## config.mk

```make
export PLATFORM = sky130hd
export DESIGN_NAME = goc_regs
export DESIGN_NICKNAME = d
export VERILOG_FILES = /design/src/rtl/goc_pkg.sv /design/src/rtl/goc_zero_cal.sv /design/src/rtl/goc_regs.sv
export VERILOG_INCLUDE_DIRS = /design/src /design/src/rtl
export SDC_FILE = /design/constraint.sdc
export NUM_CORES = 1
export LEC_CHECK = 0
export BUFFER_PORTS_ARGS = -buffer_cell sky130_fd_sc_hd__buf_2
export CAP_MARGIN = 10
export CORE_MARGIN = 3
export CORE_UTILIZATION = 35
export CTS_CLUSTER_DIAMETER = 150
export DETAILED_ROUTE_END_ITERATION = 7
export GPL_ROUTABILITY_DRIVEN = 0
export MAX_ROUTING_LAYER = met4
export PLACE_DENSITY = 0.67
export REMOVE_ABC_BUFFERS = 1
export SETUP_SLACK_MARGIN = 0.4
export SLEW_MARGIN = 25
export SYNTH_ARGS = -nofsm -noshare
export SYNTH_HDL_FRONTEND = slang
export SYNTH_SLANG_ARGS = --single-unit
```

## constraint.sdc

```tcl
create_clock -name mclk -period 3.25 [get_ports mclk]
set_clock_uncertainty 0.15 [all_clocks]
set_input_delay 0 -clock mclk [delete_from_list [all_inputs] [get_ports mclk]]
set_output_delay 0 -clock mclk [all_outputs]
set_load 0.02 [all_outputs]
```

## src/rtl/goc_params.svh

```systemverilog
// offsets, reset values, masks and field positions of the output configuration registers
`ifndef GOC_PARAMS_SVH
`define GOC_PARAMS_SVH

`define GOC_ADDR_W          8
`define GOC_DATA_W          8

`define GOC_ADDR_LPF        8'h02
`define GOC_ADDR_DSP3       8'h03
`define GOC_ADDR_RATECTL    8'h0b
`define GOC_ADDR_CALCMD     8'h0c
`define GOC_ADDR_TEMPFMT    8'h1c
`define GOC_ADDR_SERIAL     8'h1f

`define GOC_RST_LPF         8'h06
`define GOC_RST_DSP3        8'h00
`define GOC_RST_RATECTL     8'h01
`define GOC_RST_TEMPFMT     8'h4b
`define GOC_RST_SERIAL      8'h01

`define GOC_WMASK_LPF       8'h7f
`define GOC_WMASK_DSP3      8'h67
`define GOC_WMASK_RATECTL   8'h3f
`define GOC_WMASK_TEMPFMT   8'h7f
`define GOC_WMASK_SERIAL    8'h03

`define GOC_BIT_RATE_WIDTH  2
`define GOC_BIT_CAL_EN      6
`define GOC_POS_TEMP_WIDTH  5
`define GOC_POS_PIN_SEL     2
`define GOC_BIT_SPI_WIRES   1
`define GOC_BIT_I2C_EN      0
`define GOC_POS_LPF_ORDER   4
`define GOC_POS_LPF_CUTOFF  0

`define GOC_LPF_ORDER_BAD   2'h3
`define GOC_LPF_CUTOFF_MAX  4'hd
`define GOC_TEMP_WIDTH_BAD  2'h3

`define GOC_RATE_W          24
`define GOC_RATE_NARROW_W   16

`endif

```

## src/rtl/goc_pkg.sv

```systemverilog
// types shared by the output configuration register bank
package goc_pkg;
	typedef enum logic [1:0] {
		GOC_TEMP_8  = 2'h0,
		GOC_TEMP_10 = 2'h1,
		GOC_TEMP_12 = 2'h2,
		GOC_TEMP_NA = 2'h3
	} goc_temp_width_t;

	typedef enum logic [1:0] {
		GOC_LPF_2ND = 2'h0,
		GOC_LPF_3RD = 2'h1,
		GOC_LPF_4TH = 2'h2,
		GOC_LPF_NA  = 2'h3
	} goc_lpf_order_t;
endpackage

```

## src/rtl/goc_zero_cal.sv

```systemverilog
// zero-rate offset capture and correction of the angular rate stream
`timescale 1ns/1ps
`include "goc_params.svh"

module goc_zero_cal #(
	parameter int RATE_W = `GOC_RATE_W
) (
	input  wire logic                     mclk,
	input  wire logic                     sys_rst,
	input  wire logic                     calStart,
	input  wire logic                     calApply,
	input  wire logic                     wideOut,
	input  wire logic signed [RATE_W-1:0] rateIn,
	input  wire logic                     rateInValid,
	output logic signed [RATE_W-1:0]      rateOut,
	output logic                          rateOutValid
);
	localparam int NARROW_W = `GOC_RATE_NARROW_W;

	logic signed [RATE_W-1:0] offset;
	logic signed [RATE_W-1:0] next_offset;
	logic signed [RATE_W-1:0] next_rateOut;
	logic                     next_rateOutValid;
	logic signed [RATE_W-1:0] corrected;

	// offset taken at once, corrected output follows
	always_comb begin
		next_offset = offset;
		if (calStart) begin
			next_offset = rateIn;
		end
		corrected = calApply ? RATE_W'(rateIn - offset) : rateIn;
		next_rateOut = rateOut;
		next_rateOutValid = rateInValid;
		if (rateInValid) begin
			next_rateOut = corrected;
			if (!wideOut) begin
				next_rateOut[RATE_W-NARROW_W-1:0] = '0;
			end
		end
	end

	// registers of the correction path
	always_ff @(posedge mclk) begin
		if (sys_rst) begin
			offset       <= '0;
			rateOut      <= '0;
			rateOutValid <= 1'b0;
		end else begin
			offset       <= next_offset;
			rateOut      <= next_rateOut;
			rateOutValid <= next_rateOutValid;
		end
	end
endmodule

```

## src/rtl/goc_regs.sv

```systemverilog
// output width, temperature format, serial select and filter configuration registers
// Functional notes
// - rate width bit: 16 bits clear, 24 set
// - calibration command: no data, acts at once
// - calibration command needs calibration enable set
// - clearing enable drops stored offset from output
// - temperature width 8/10/12 bits, 11 invalid
// - serial bits: 3-wire select, I2C enable
// - serial bits change only through SPI writes
// - multi-slave mode blocks serial register writes
// - lowpass order 2-4, cutoff codes 0-13
// - calibration enable bit 6, resets disabled
`timescale 1ns/1ps
`include "goc_params.svh"

module goc_regs #(
	parameter int RATE_W = `GOC_RATE_W
) (
	input  wire logic                     mclk,
	input  wire logic                     sys_rst,
	input  wire logic [`GOC_ADDR_W-1:0]   regAddr,
	input  wire logic                     regWrite,
	input  wire logic                     regRead,
	input  wire logic                     regCommand,
	input  wire logic [`GOC_DATA_W-1:0]   regWrData,
	input  wire logic                     accessViaSpi,
	input  wire logic                     multiSlaveEn,
	output logic [`GOC_DATA_W-1:0]        regRdData,
	output logic                          regRdValid,
	output logic                          rateWidthSel,
	output goc_pkg::goc_temp_width_t      tempWidthSel,
	output logic [1:0]                    serialOutPinSel,
	output logic                          spiWireCountSel,
	output logic                          i2cEnable,
	output goc_pkg::goc_lpf_order_t       lowpassOrderSel,
	output logic [3:0]                    lowpassCutoffSel,
	output logic                          zeroCalEnable,
	output logic                          calStart,
	input  wire logic signed [RATE_W-1:0] rateIn,
	input  wire logic                     rateInValid,
	output logic signed [RATE_W-1:0]      rateOut,
	output logic                          rateOutValid
);
	logic [`GOC_DATA_W-1:0] lpfReg;
	logic [`GOC_DATA_W-1:0] dsp3Reg;
	logic [`GOC_DATA_W-1:0] rateCtlReg;
	logic [`GOC_DATA_W-1:0] tempFmtReg;
	logic [`GOC_DATA_W-1:0] serialReg;
	logic [`GOC_DATA_W-1:0] next_lpfReg;
	logic [`GOC_DATA_W-1:0] next_dsp3Reg;
	logic [`GOC_DATA_W-1:0] next_rateCtlReg;
	logic [`GOC_DATA_W-1:0] next_tempFmtReg;
	logic [`GOC_DATA_W-1:0] next_serialReg;
	logic [`GOC_DATA_W-1:0] next_regRdData;
	logic                   next_regRdValid;
	logic                   next_calStart;

	// merge writable bits of a write into the old value
	function automatic logic [`GOC_DATA_W-1:0] merge(
		input logic [`GOC_DATA_W-1:0] oldVal,
		input logic [`GOC_DATA_W-1:0] newVal,
		input logic [`GOC_DATA_W-1:0] mask
	);
		merge = (oldVal & ~mask) | (newVal & mask);
	endfunction

	// register writes and read mux
	always_comb begin
		next_lpfReg     = lpfReg;
		next_dsp3Reg    = dsp3Reg;
		next_rateCtlReg = rateCtlReg;
		next_tempFmtReg = tempFmtReg;
		next_serialReg  = serialReg;
		next_regRdData  = regRdData;
		next_regRdValid = 1'b0;
		if (regWrite) begin
			if (regAddr == `GOC_ADDR_LPF) begin
				next_lpfReg = merge(lpfReg, regWrData, `GOC_WMASK_LPF);
				// unavailable codes leave the field as it was
				if (next_lpfReg[`GOC_POS_LPF_ORDER+:2] == `GOC_LPF_ORDER_BAD) begin
					next_lpfReg[`GOC_POS_LPF_ORDER+:2] = lpfReg[`GOC_POS_LPF_ORDER+:2];
				end
				if (next_lpfReg[`GOC_POS_LPF_CUTOFF+:4] > `GOC_LPF_CUTOFF_MAX) begin
					next_lpfReg[`GOC_POS_LPF_CUTOFF+:4] = lpfReg[`GOC_POS_LPF_CUTOFF+:4];
				end
			end else if (regAddr == `GOC_ADDR_DSP3) begin
				next_dsp3Reg = merge(dsp3Reg, regWrData, `GOC_WMASK_DSP3);
			end else if (regAddr == `GOC_ADDR_RATECTL) begin
				next_rateCtlReg = merge(rateCtlReg, regWrData, `GOC_WMASK_RATECTL);
			end else if (regAddr == `GOC_ADDR_TEMPFMT) begin
				next_tempFmtReg = merge(tempFmtReg, regWrData, `GOC_WMASK_TEMPFMT);
				if (next_tempFmtReg[`GOC_POS_TEMP_WIDTH+:2] == `GOC_TEMP_WIDTH_BAD) begin
					next_tempFmtReg[`GOC_POS_TEMP_WIDTH+:2] = tempFmtReg[`GOC_POS_TEMP_WIDTH+:2];
				end
			end else if (regAddr == `GOC_ADDR_SERIAL) begin
				if (accessViaSpi && !multiSlaveEn) begin
					next_serialReg = merge(serialReg, regWrData, `GOC_WMASK_SERIAL);
				end
			end
		end
		if (regRead) begin
			next_regRdValid = 1'b1;
			if (regAddr == `GOC_ADDR_LPF) begin
				next_regRdData = lpfReg;
			end else if (regAddr == `GOC_ADDR_DSP3) begin
				next_regRdData = dsp3Reg;
			end else if (regAddr == `GOC_ADDR_RATECTL) begin
				next_regRdData = rateCtlReg;
			end else if (regAddr == `GOC_ADDR_TEMPFMT) begin
				next_regRdData = tempFmtReg;
			end else if (regAddr == `GOC_ADDR_SERIAL) begin
				next_regRdData = serialReg;
			end else begin
				next_regRdData = '0; // command and unmapped locations read zero
			end
		end
	end

	// command decode, address and calibration enable, no data
	always_comb begin
		next_calStart = regCommand && (regAddr == `GOC_ADDR_CALCMD) && dsp3Reg[`GOC_BIT_CAL_EN];
	end

	// register state
	always_ff @(posedge mclk) begin
		if (sys_rst) begin
			lpfReg     <= `GOC_RST_LPF;
			dsp3Reg    <= `GOC_RST_DSP3;
			rateCtlReg <= `GOC_RST_RATECTL;
			tempFmtReg <= `GOC_RST_TEMPFMT;
			serialReg  <= `GOC_RST_SERIAL;
			regRdData  <= '0;
			regRdValid <= 1'b0;
			calStart   <= 1'b0;
		end else begin
			lpfReg     <= next_lpfReg;
			dsp3Reg    <= next_dsp3Reg;
			rateCtlReg <= next_rateCtlReg;
			tempFmtReg <= next_tempFmtReg;
			serialReg  <= next_serialReg;
			regRdData  <= next_regRdData;
			regRdValid <= next_regRdValid;
			calStart   <= next_calStart;
		end
	end

	// field outputs straight from the registers
	assign rateWidthSel     = rateCtlReg[`GOC_BIT_RATE_WIDTH];
	assign tempWidthSel     = goc_pkg::goc_temp_width_t'(tempFmtReg[`GOC_POS_TEMP_WIDTH+:2]);
	assign serialOutPinSel  = tempFmtReg[`GOC_POS_PIN_SEL+:2];
	assign spiWireCountSel  = serialReg[`GOC_BIT_SPI_WIRES];
	assign i2cEnable        = serialReg[`GOC_BIT_I2C_EN];
	assign lowpassOrderSel  = goc_pkg::goc_lpf_order_t'(lpfReg[`GOC_POS_LPF_ORDER+:2]);
	assign lowpassCutoffSel = lpfReg[`GOC_POS_LPF_CUTOFF+:4];
	assign zeroCalEnable    = dsp3Reg[`GOC_BIT_CAL_EN];

	// offset capture and correction of the rate stream
	goc_zero_cal #(
		.RATE_W (RATE_W)
	) u_zero_cal (
		.mclk         (mclk),
		.sys_rst      (sys_rst),
		.calStart     (calStart),
		.calApply     (zeroCalEnable),
		.wideOut      (rateWidthSel),
		.rateIn       (rateIn),
		.rateInValid  (rateInValid),
		.rateOut      (rateOut),
		.rateOutValid (rateOutValid)
	);
endmodule

```

==> results of run 1 <==
[cell usage after synthesis (all sizes together) (13+ instances only)]
cell,number
clkbuf,23
buf,19
a21oi,45
nor3,13
nand2,50
o21ai,13
mux2i,40
xnor2,15
a211oi,16
nor2,73
dfxtp,86
nand3,18
ha,23
inv,26
[repair_timing]
| item | CTS | global route |
|---|---|---|
| gates resized for setup | 0 | 2 |
| hold buffers | 46 | 0 |
| hold endpoints to repair | 83 | 0 |
| endpoints found under the setup margin | 0 | 3 |
[metrics by stage]
step / hold WS [ns] / util, % / total power, W / cells
3_5_place_dp: 0.131 / 40.0 / 0.00143 / 809
5_1_grt: 0.0996 / 46.0 / 0.00268 / 871
4_1_cts: 0.0362 / 45.9 / 0.00260 / 871
2_1_floorplan: -0.0854 / - / 0.00130 / 533
3_3_place_gp: 0.120 / 40.0 / 0.00143 / 809
6_report: 0.0451 / 46.0 / 0.00257 / 871
[how the worst min path moves through the flow]
stage | startpoint | to | slack (ns) | depth (start not counted)
floorplan | sys_rst | u_zero_cal.rateOut[19] | -0.09 | 1
global placement | rateIn[10] | u_zero_cal.rateOut[10] | 0.12 | 3
detailed placement | rateIn[14] | u_zero_cal.offset[14] | 0.13 | 3
CTS | sys_rst | u_zero_cal.rateOut[7] | 0.04 | 4
global route | sys_rst | u_zero_cal.rateOut[7] | 0.1 | 4
finish | sys_rst | u_zero_cal.rateOut[7] | 0.05 | 4
[cells by family after synthesis]
group / after synthesis / synth area share (%)
mux: 45 / 9.54
fa+ha+maj: 24 / 6.43
xor+xnor: 21 / 3.84
compound gates: 135 / 19.3
flops: 86 / 36.0
simple gates: 194 / 18.5
buf+inv: 70 / 6.43
[metal layers]
layer  global-route usage (%)  up-vias
met5                        -        -
met4                     5.18        0
met3                     3.48       23
met2                     29.1      151
met1                     23.6     2213
li1                         -     2258
[worst max-delay path: cells and delay by family]
kind / cells / cell delay, ns
compound gates: 5 / 1.15
buf+inv: 3 / 0.67
fa+ha+maj: 2 / 0.62
simple gates: 1 / 0.20
xor+xnor: 1 / 0.09
[layout by cell type, fill, tap and decap left out, types with 4 or more instances in the layout]
cell type,instances
buf_2,95
nor3_1,13
nor2_1,73
and3_1,9
nand4_1,4
clkbuf_16,9
xor2_1,6
xnor2_1,15
nand2b_1,4
nand2_1,48
and2_1,4
inv_1,26
mux2_2,5
dfxtp_1,86
a221oi_1,5
nand3_1,18
o21a_1,7
ha_1,23
a21oi_1,43
a211oi_1,15
nor2b_1,4
a21o_1,5
dlygate4sd3_1,46
mux2i_1,40
o21ai_0,12
o221ai_1,4
o22ai_1,10
buf_4,5
[sequential cells by signal, indices dropped and copies added (netlist names)]
| signal | flops |
|---|---|
| regRdData | 8 |
| u_zero_cal.rateOutValid | 1 |
| lpfReg | 7 |
| rateCtlReg | 6 |
| u_zero_cal.rateOut | 24 |
| dsp3Reg | 5 |
| calStart | 1 |
| serialReg | 2 |
| tempFmtReg | 7 |
| u_zero_cal.offset | 24 |
| regRdValid | 1 |
[cell type report]
| type | instances | area (um^2) | share of cell area [%] |
|---|---|---|---|
| Multi-Input combinational cell | 419 | 2770 | 45.3 |
| Sequential cell | 86 | 1720 | 28.2 |
| Timing Repair Buffer | 146 | 973 | 15.9 |
| Clock buffer | 10 | 229 | 3.75 |
| Tap cell | 176 | 220 | 3.60 |
| Inverter | 28 | 105 | 1.72 |
| Clock inverter | 6 | 93.8 | 1.54 |
[report_power, final]
part           internal [W]  switching, W  total, W
registers           0.00107    0.00000974   0.00108
logic              0.000157      0.000211  0.000367
clock network      0.000679      0.000442   0.00112
total               0.00191      0.000662   0.00257
==> run_results.csv, run 1 <==
group,metric,value,unit
clock_tree,clk_pin_slew,0.06,ns
place,dp.final_hpwl,9170,um
timing,max_freq,0.378,GHz
timing,max_slew.worst_pin.slew,0.941,ns
yosys,syn_avg_cell_area,8.32,um^2
setup_path,crit_end,"u_zero_cal.rateOut[22]",
yosys,synthTopCellsByArea,"dfxtp_1 36%, mux2i_1 8.4%, ha_1 6.0%, nor2_1 5.7%, a21oi_1 4.5%",
timing,fin_crit,2.65,ns
clock_tree,cts_buffers,9,
setup_path,cp-end-kind,"register",
yosys,yosysTopAreaCell,"dfxtp_1",
pwr,p_leak,2.38,nW
yosys,synth-seq-cells,86,
run_status,outcome,"finished clean",
yosys,yosysSeqAreaShare,36.0,%
die,dieArea,15100,um^2
final_layout,drive_above_1_share,19.1,%
yosys,async_flop_share,0,%
final_layout,area_delta_synth_final,27.7,%
clock_tree,htreeDepth,3,
place,dpl_cell_area,5320,um^2
die,start_util,36.0,%
die,io_pins,97,
timing,finalSetupViolations,0,
final_layout,fillers,1294,
yosys,synth_area,4790,um^2
yosys,syn_inst,575,
drt,first_pass_iters,6,
yosys,yosysTopAreaCellShare,36.0,%
timing,finalSetupTns,0,ns
drt,drt_wl_total,13400,um
setup_path,r2r_slack,0.63,ns
drt,wl_per_cell,15.4,um
setup_path,worstSetupPathType,"in2reg",
yosys,netlist-cell-type-count,60,
clock_tree,cts_tree,"built",
drt,drt_iter0_markers,435,
setup_path,cp.arrival,2.74,ns
timing,final.setup.worst_slack,0.604,ns
grt,grt_pass1_vias,4422,
pwr,p_per_area,421,nW/um^2
timing,fin_crit_sh,81.4,%
drt,wl_met3,706,um
grt,grt_max_degree,72,
pwr,peakVddDrop,0.238,mV
setup_path,r2r-start,"u_zero_cal.offset[0]",
die,die_x,123,um
drt,routed-via-count,4645,
clock_tree,cts_setup_buffers,0,
grt,grt_pass1_wl,21400,um
drt,wl_met1,6050,um
drt,ant_nets,0,
setup_path,r2r_cells,9,
grt,antenna_found_initial,0,
setup_path,start_kind,"primary input",
timing,rsz0062_at_grt,"true",
timing,drv_slew,0,
setup_path,crit_chain,"dlygate4sd3_1, buf_2, inv_1, ha_1, fa_1, nand2b_1, a21oi_2, o22ai_1, o21a_1, o31ai_2, xnor2_1, a211oi_1",
clock_tree,clkLatencyLatePin,0.35,ns
place,dp_slack,0.622,ns
setup_path,cp_max_fo,4,
run,maxCapViolCount,0,
die,rows,42,
drt,highest_layer,"met4",
clock_tree,root_buffer,"clkbuf_16",
setup_path,r2r-end,"u_zero_cal.rateOut[22]",
setup_path,cp.required,3.35,ns
drt,drc,0,
place,port_buffers,95,
timing,hold_violations,0,
setup_path,critPathMaxStageDelay,0.51,ns
yosys,synth-edff-count,0,
final_layout,stdcell_area,6110,um^2
clock_tree,cts.sinks,86,
setup_path,startpoint,"rateIn[0]",
yosys,synth_top_flop_cell,"dfxtp_1",
final_layout,finish.net_count,762,
final_layout,antenna_cells,0,
grt,grt_usage,18.2,%
die,coreArea,13300,um^2
drt,viasPerCell,5.33,
die,die_y,123,um
setup_path,slowest_stage,"dlygate4sd3_1",
yosys,yosysWarnings,0,
drt,met2_wirelength,6410,um
grt,grt_remaining_overflow,0,
clock_tree,clock_tree.buffer_depth,2,
worst_hold_path,hold_path_class,"in2reg",
timing,slew_headroom,37.0,%
Note: power is estimated with default switching activity, not from simulation.
==> run 2, diff against run 1 <==
ABC_AREA = 1   (was not set)
PLACE_DENSITY = 0.68   (was 0.67)
clock period = 2.4 ns   (was 3.25 ns; I/O delays follow)
==> run_results.csv, run 2 <==
group,metric,value,unit
run_status,outcome,"finished, violations left",
run_status,violations,"hold timing",
yosys,yosysTopAreaCell,"dfxtp_1",
die,coreArea,14700,um^2
drt,drc,0,
yosys,synth_common_cells,"233 x nand2_1, 154 x inv_1, 99 x a21oi_1",
timing,fin_crit_sh,80.7,%
clock_tree,cts_buffers,9,
place,port_buffers,95,
yosys,synth_area,5320,um^2
yosys,synth-seq-cells,86,
setup_path,cp.arrival,2.08,ns
drt,drt_wl_total,15700,um
grt,grt_usage,19.2,%
setup_path,r2r-end,"u_zero_cal.rateOut[4]",
timing,hold_slack,-0.0614,ns
timing,finalSetupViolations,0,
run,maxCapViolCount,0,
drt,drt_iter0_markers,261,
yosys,syn_avg_cell_area,6.28,um^2
final_layout,finish.net_count,1057,
drt,viasPerCell,4.84,
setup_path,r2r_slack,0.46,ns
yosys,synth-edff-count,0,
yosys,synthTopCellsByArea,"dfxtp_1 32%, nand2_1 16%, inv_1 11%, a21oi_1 9.3%, ha_1 5.4%",
pwr,p_per_area,505,nW/um^2
worst_hold_path,min_path_cells,2,
yosys,yosysMostFrequentCell,"nand2_1",
setup_path,worstSetupPathType,"reg2reg",
pwr,p_leak,3.45,nW
setup_path,cp-end-kind,"register",
worst_hold_path,hold_path_class,"in2reg",
timing,drv_slew,0,
clock_tree,root_buffer,"clkbuf_16",
final_layout,reg.largest.list,"u_zero_cal.offset (24), u_zero_cal.rateOut (24), regRdData (8)",
clock_tree,htreeDepth,3,
setup_path,r2r_cells,10,
die,start_util,36.2,%
die,dieArea,16700,um^2
final_layout,final_cell_mix,"215 x nand2_1, 149 x inv_1, 95 x a21oi_1, 95 x buf_2, 83 x dfxtp_1",
die,die_y,129,um
timing,finalSetupTns,0,ns
clock_tree,cts_tree,"built",
final_layout,layout_commonest_cell,"nand2_1",
grt,grt_max_degree,42,
place,dp.final_hpwl,11100,um
die,io_pins,97,
grt,grt_remaining_overflow,0,
timing,fin_crit,1.94,ns
worst_hold_path,hold_start,"sys_rst",
clock_tree,clkLatencyLatePin,0.36,ns
timing,max_freq,0.516,GHz
yosys,yosysTopAreaCellShare,32.3,%
drt,wl_per_cell,13.3,um
yosys,netlist-cell-type-count,38,
drt,first_pass_iters,5,
pwr,peakVddDrop,0.311,mV
final_layout,area_delta_synth_final,37.1,%
worst_hold_path,holdPathEnd,"u_zero_cal.rateOut[16]",
yosys,synth_top_flop_cell,"dfxtp_1",
yosys,yosysWarnings,0,
clock_tree,clock_tree.buffer_depth,2,
drt,ant_nets,0,
setup_path,start_kind,"register",
grt,antenna_found_initial,0,
timing,hold_violations,17,
die,rows,44,
yosys,async_flop_share,0,%
clock_tree,clk_pin_slew,0.07,ns
timing,max_slew.worst_pin.slew,0.608,ns
setup_path,cp.required,2.54,ns
drt,routed-via-count,5685,
die,die_x,129,um
place,dp_slack,0.194,ns
timing,rsz0062_at_grt,"true",
yosys,syn_inst,847,
timing,final.setup.worst_slack,0.462,ns
final_layout,fillers,1479,
clock_tree,cts.sinks,86,
setup_path,r2r-start,"u_zero_cal.offset[0]",
yosys,yosysSeqAreaShare,32.3,%
grt,grt_pass1_wl,25200,um
timing,slew_headroom,59.4,%
setup_path,cp_max_fo,3,
final_layout,antenna_cells,0,
grt,grt_pass1_vias,5332,
final_layout,drive_above_1_share,23.4,%
-- run 2: changes by cell type after synthesis, moves of 26 or more --
| cell | previous run | this run |
|---|---|---|
| a21oi_1 | 43 | 99 |
| mux2i_1 | 40 | 0 |
| inv_1 | 26 | 154 |
| o21ai_0 | 12 | 48 |
| nand2_1 | 48 | 233 |
| nand3_1 | 18 | 44 |
-- run 2: per-stage QoR --
stage | utilization (%) | cells | total power (W) | hold slack, ns | instance area [um^2]
global placement | 40.3 | 1101 | 0.00195 | 0.120 | 5920
finish | 49.6 | 1174 | 0.00368 | -0.0614 | 7300
detailed placement | 40.3 | 1101 | 0.00195 | 0.113 | 5920
global route | 49.6 | 1174 | 0.00384 | -0.0237 | 7300
CTS | 46.2 | 1165 | 0.00364 | -0.0530 | 6800
floorplan | - | 815 | 0.00178 | -0.0809 | 5160
-- run 2: critical path, stage by stage, from the launching register on --
cell     delay [ns]
dfxtp_2        0.33
ha_4           0.17
fa_2           0.35
inv_2          0.07
nand3_2        0.08
nand3_4        0.09
buf_4          0.12
buf_4          0.10
xor2_1         0.17
o21ai_0        0.11
a21oi_1        0.14
-- run 2: how the worst max path moves through the flow --
stage	startpoint	endpoint	slack, ns	depth (start not counted)
after floorplan	u_zero_cal.offset[0]	u_zero_cal.rateOut[12]	0.47	12
after global placement	u_zero_cal.offset[0]	u_zero_cal.rateOut[16]	0.24	12
after detailed placement	u_zero_cal.offset[0]	u_zero_cal.rateOut[16]	0.19	12
after CTS	u_zero_cal.offset[6]	u_zero_cal.rateOut[15]	0.38	12
after global routing	u_zero_cal.offset[0]	u_zero_cal.rateOut[12]	0.34	13
final	u_zero_cal.offset[0]	u_zero_cal.rateOut[4]	0.46	10
-- run 2: report_power, final --
group          total [W]  leakage (nW)  switching (W)  internal [W]
Sequential       0.00146         0.699     0.00000939       0.00145
Combinational   0.000600          2.59       0.000352      0.000248
Clock            0.00163         0.166       0.000683      0.000943
-- run 2: layer usage --
layer | routed length, um | up-vias | track usage (%)
met5 | 0 | - | -
met4 | 164 | 0 | 4.39
met3 | 644 | 15 | 4.16
met2 | 7650 | 113 | 32.5
met1 | 7210 | 2617 | 23.6
li1 | - | 2940 | -
-- run 2: cells by family after synthesis --
kind of cell | after synthesis | share of synthesized area (%)
DFF | 86 | 32.3
buffers and inverters | 192 | 14.3
and+or+nand+nor | 365 | 28.9
AOI/OAI and AO/OA | 171 | 17.2
xor gates and xnor gates | 9 | 1.48
adders and majority gates | 24 | 5.78
-- run 2: area by class of cell --
type	count	area, um^2	area share [%]
clock buffers	9	225	3.09
clock inverters	7	111	1.53
inverters	160	603	8.27
multi-input cells	569	3320	45.5
flip-flops and latches	86	1730	23.6
well taps	184	230	3.16
repair buffers	159	1080	14.9
-- run 2: what timing repair did --
item,in CTS,in global routing
pin swaps,2,19
hold endpoints to repair,85,17
gates resized for setup,12,86
buffers inserted,2,9
endpoints found under the setup margin,9,22
hold buffers,46,2
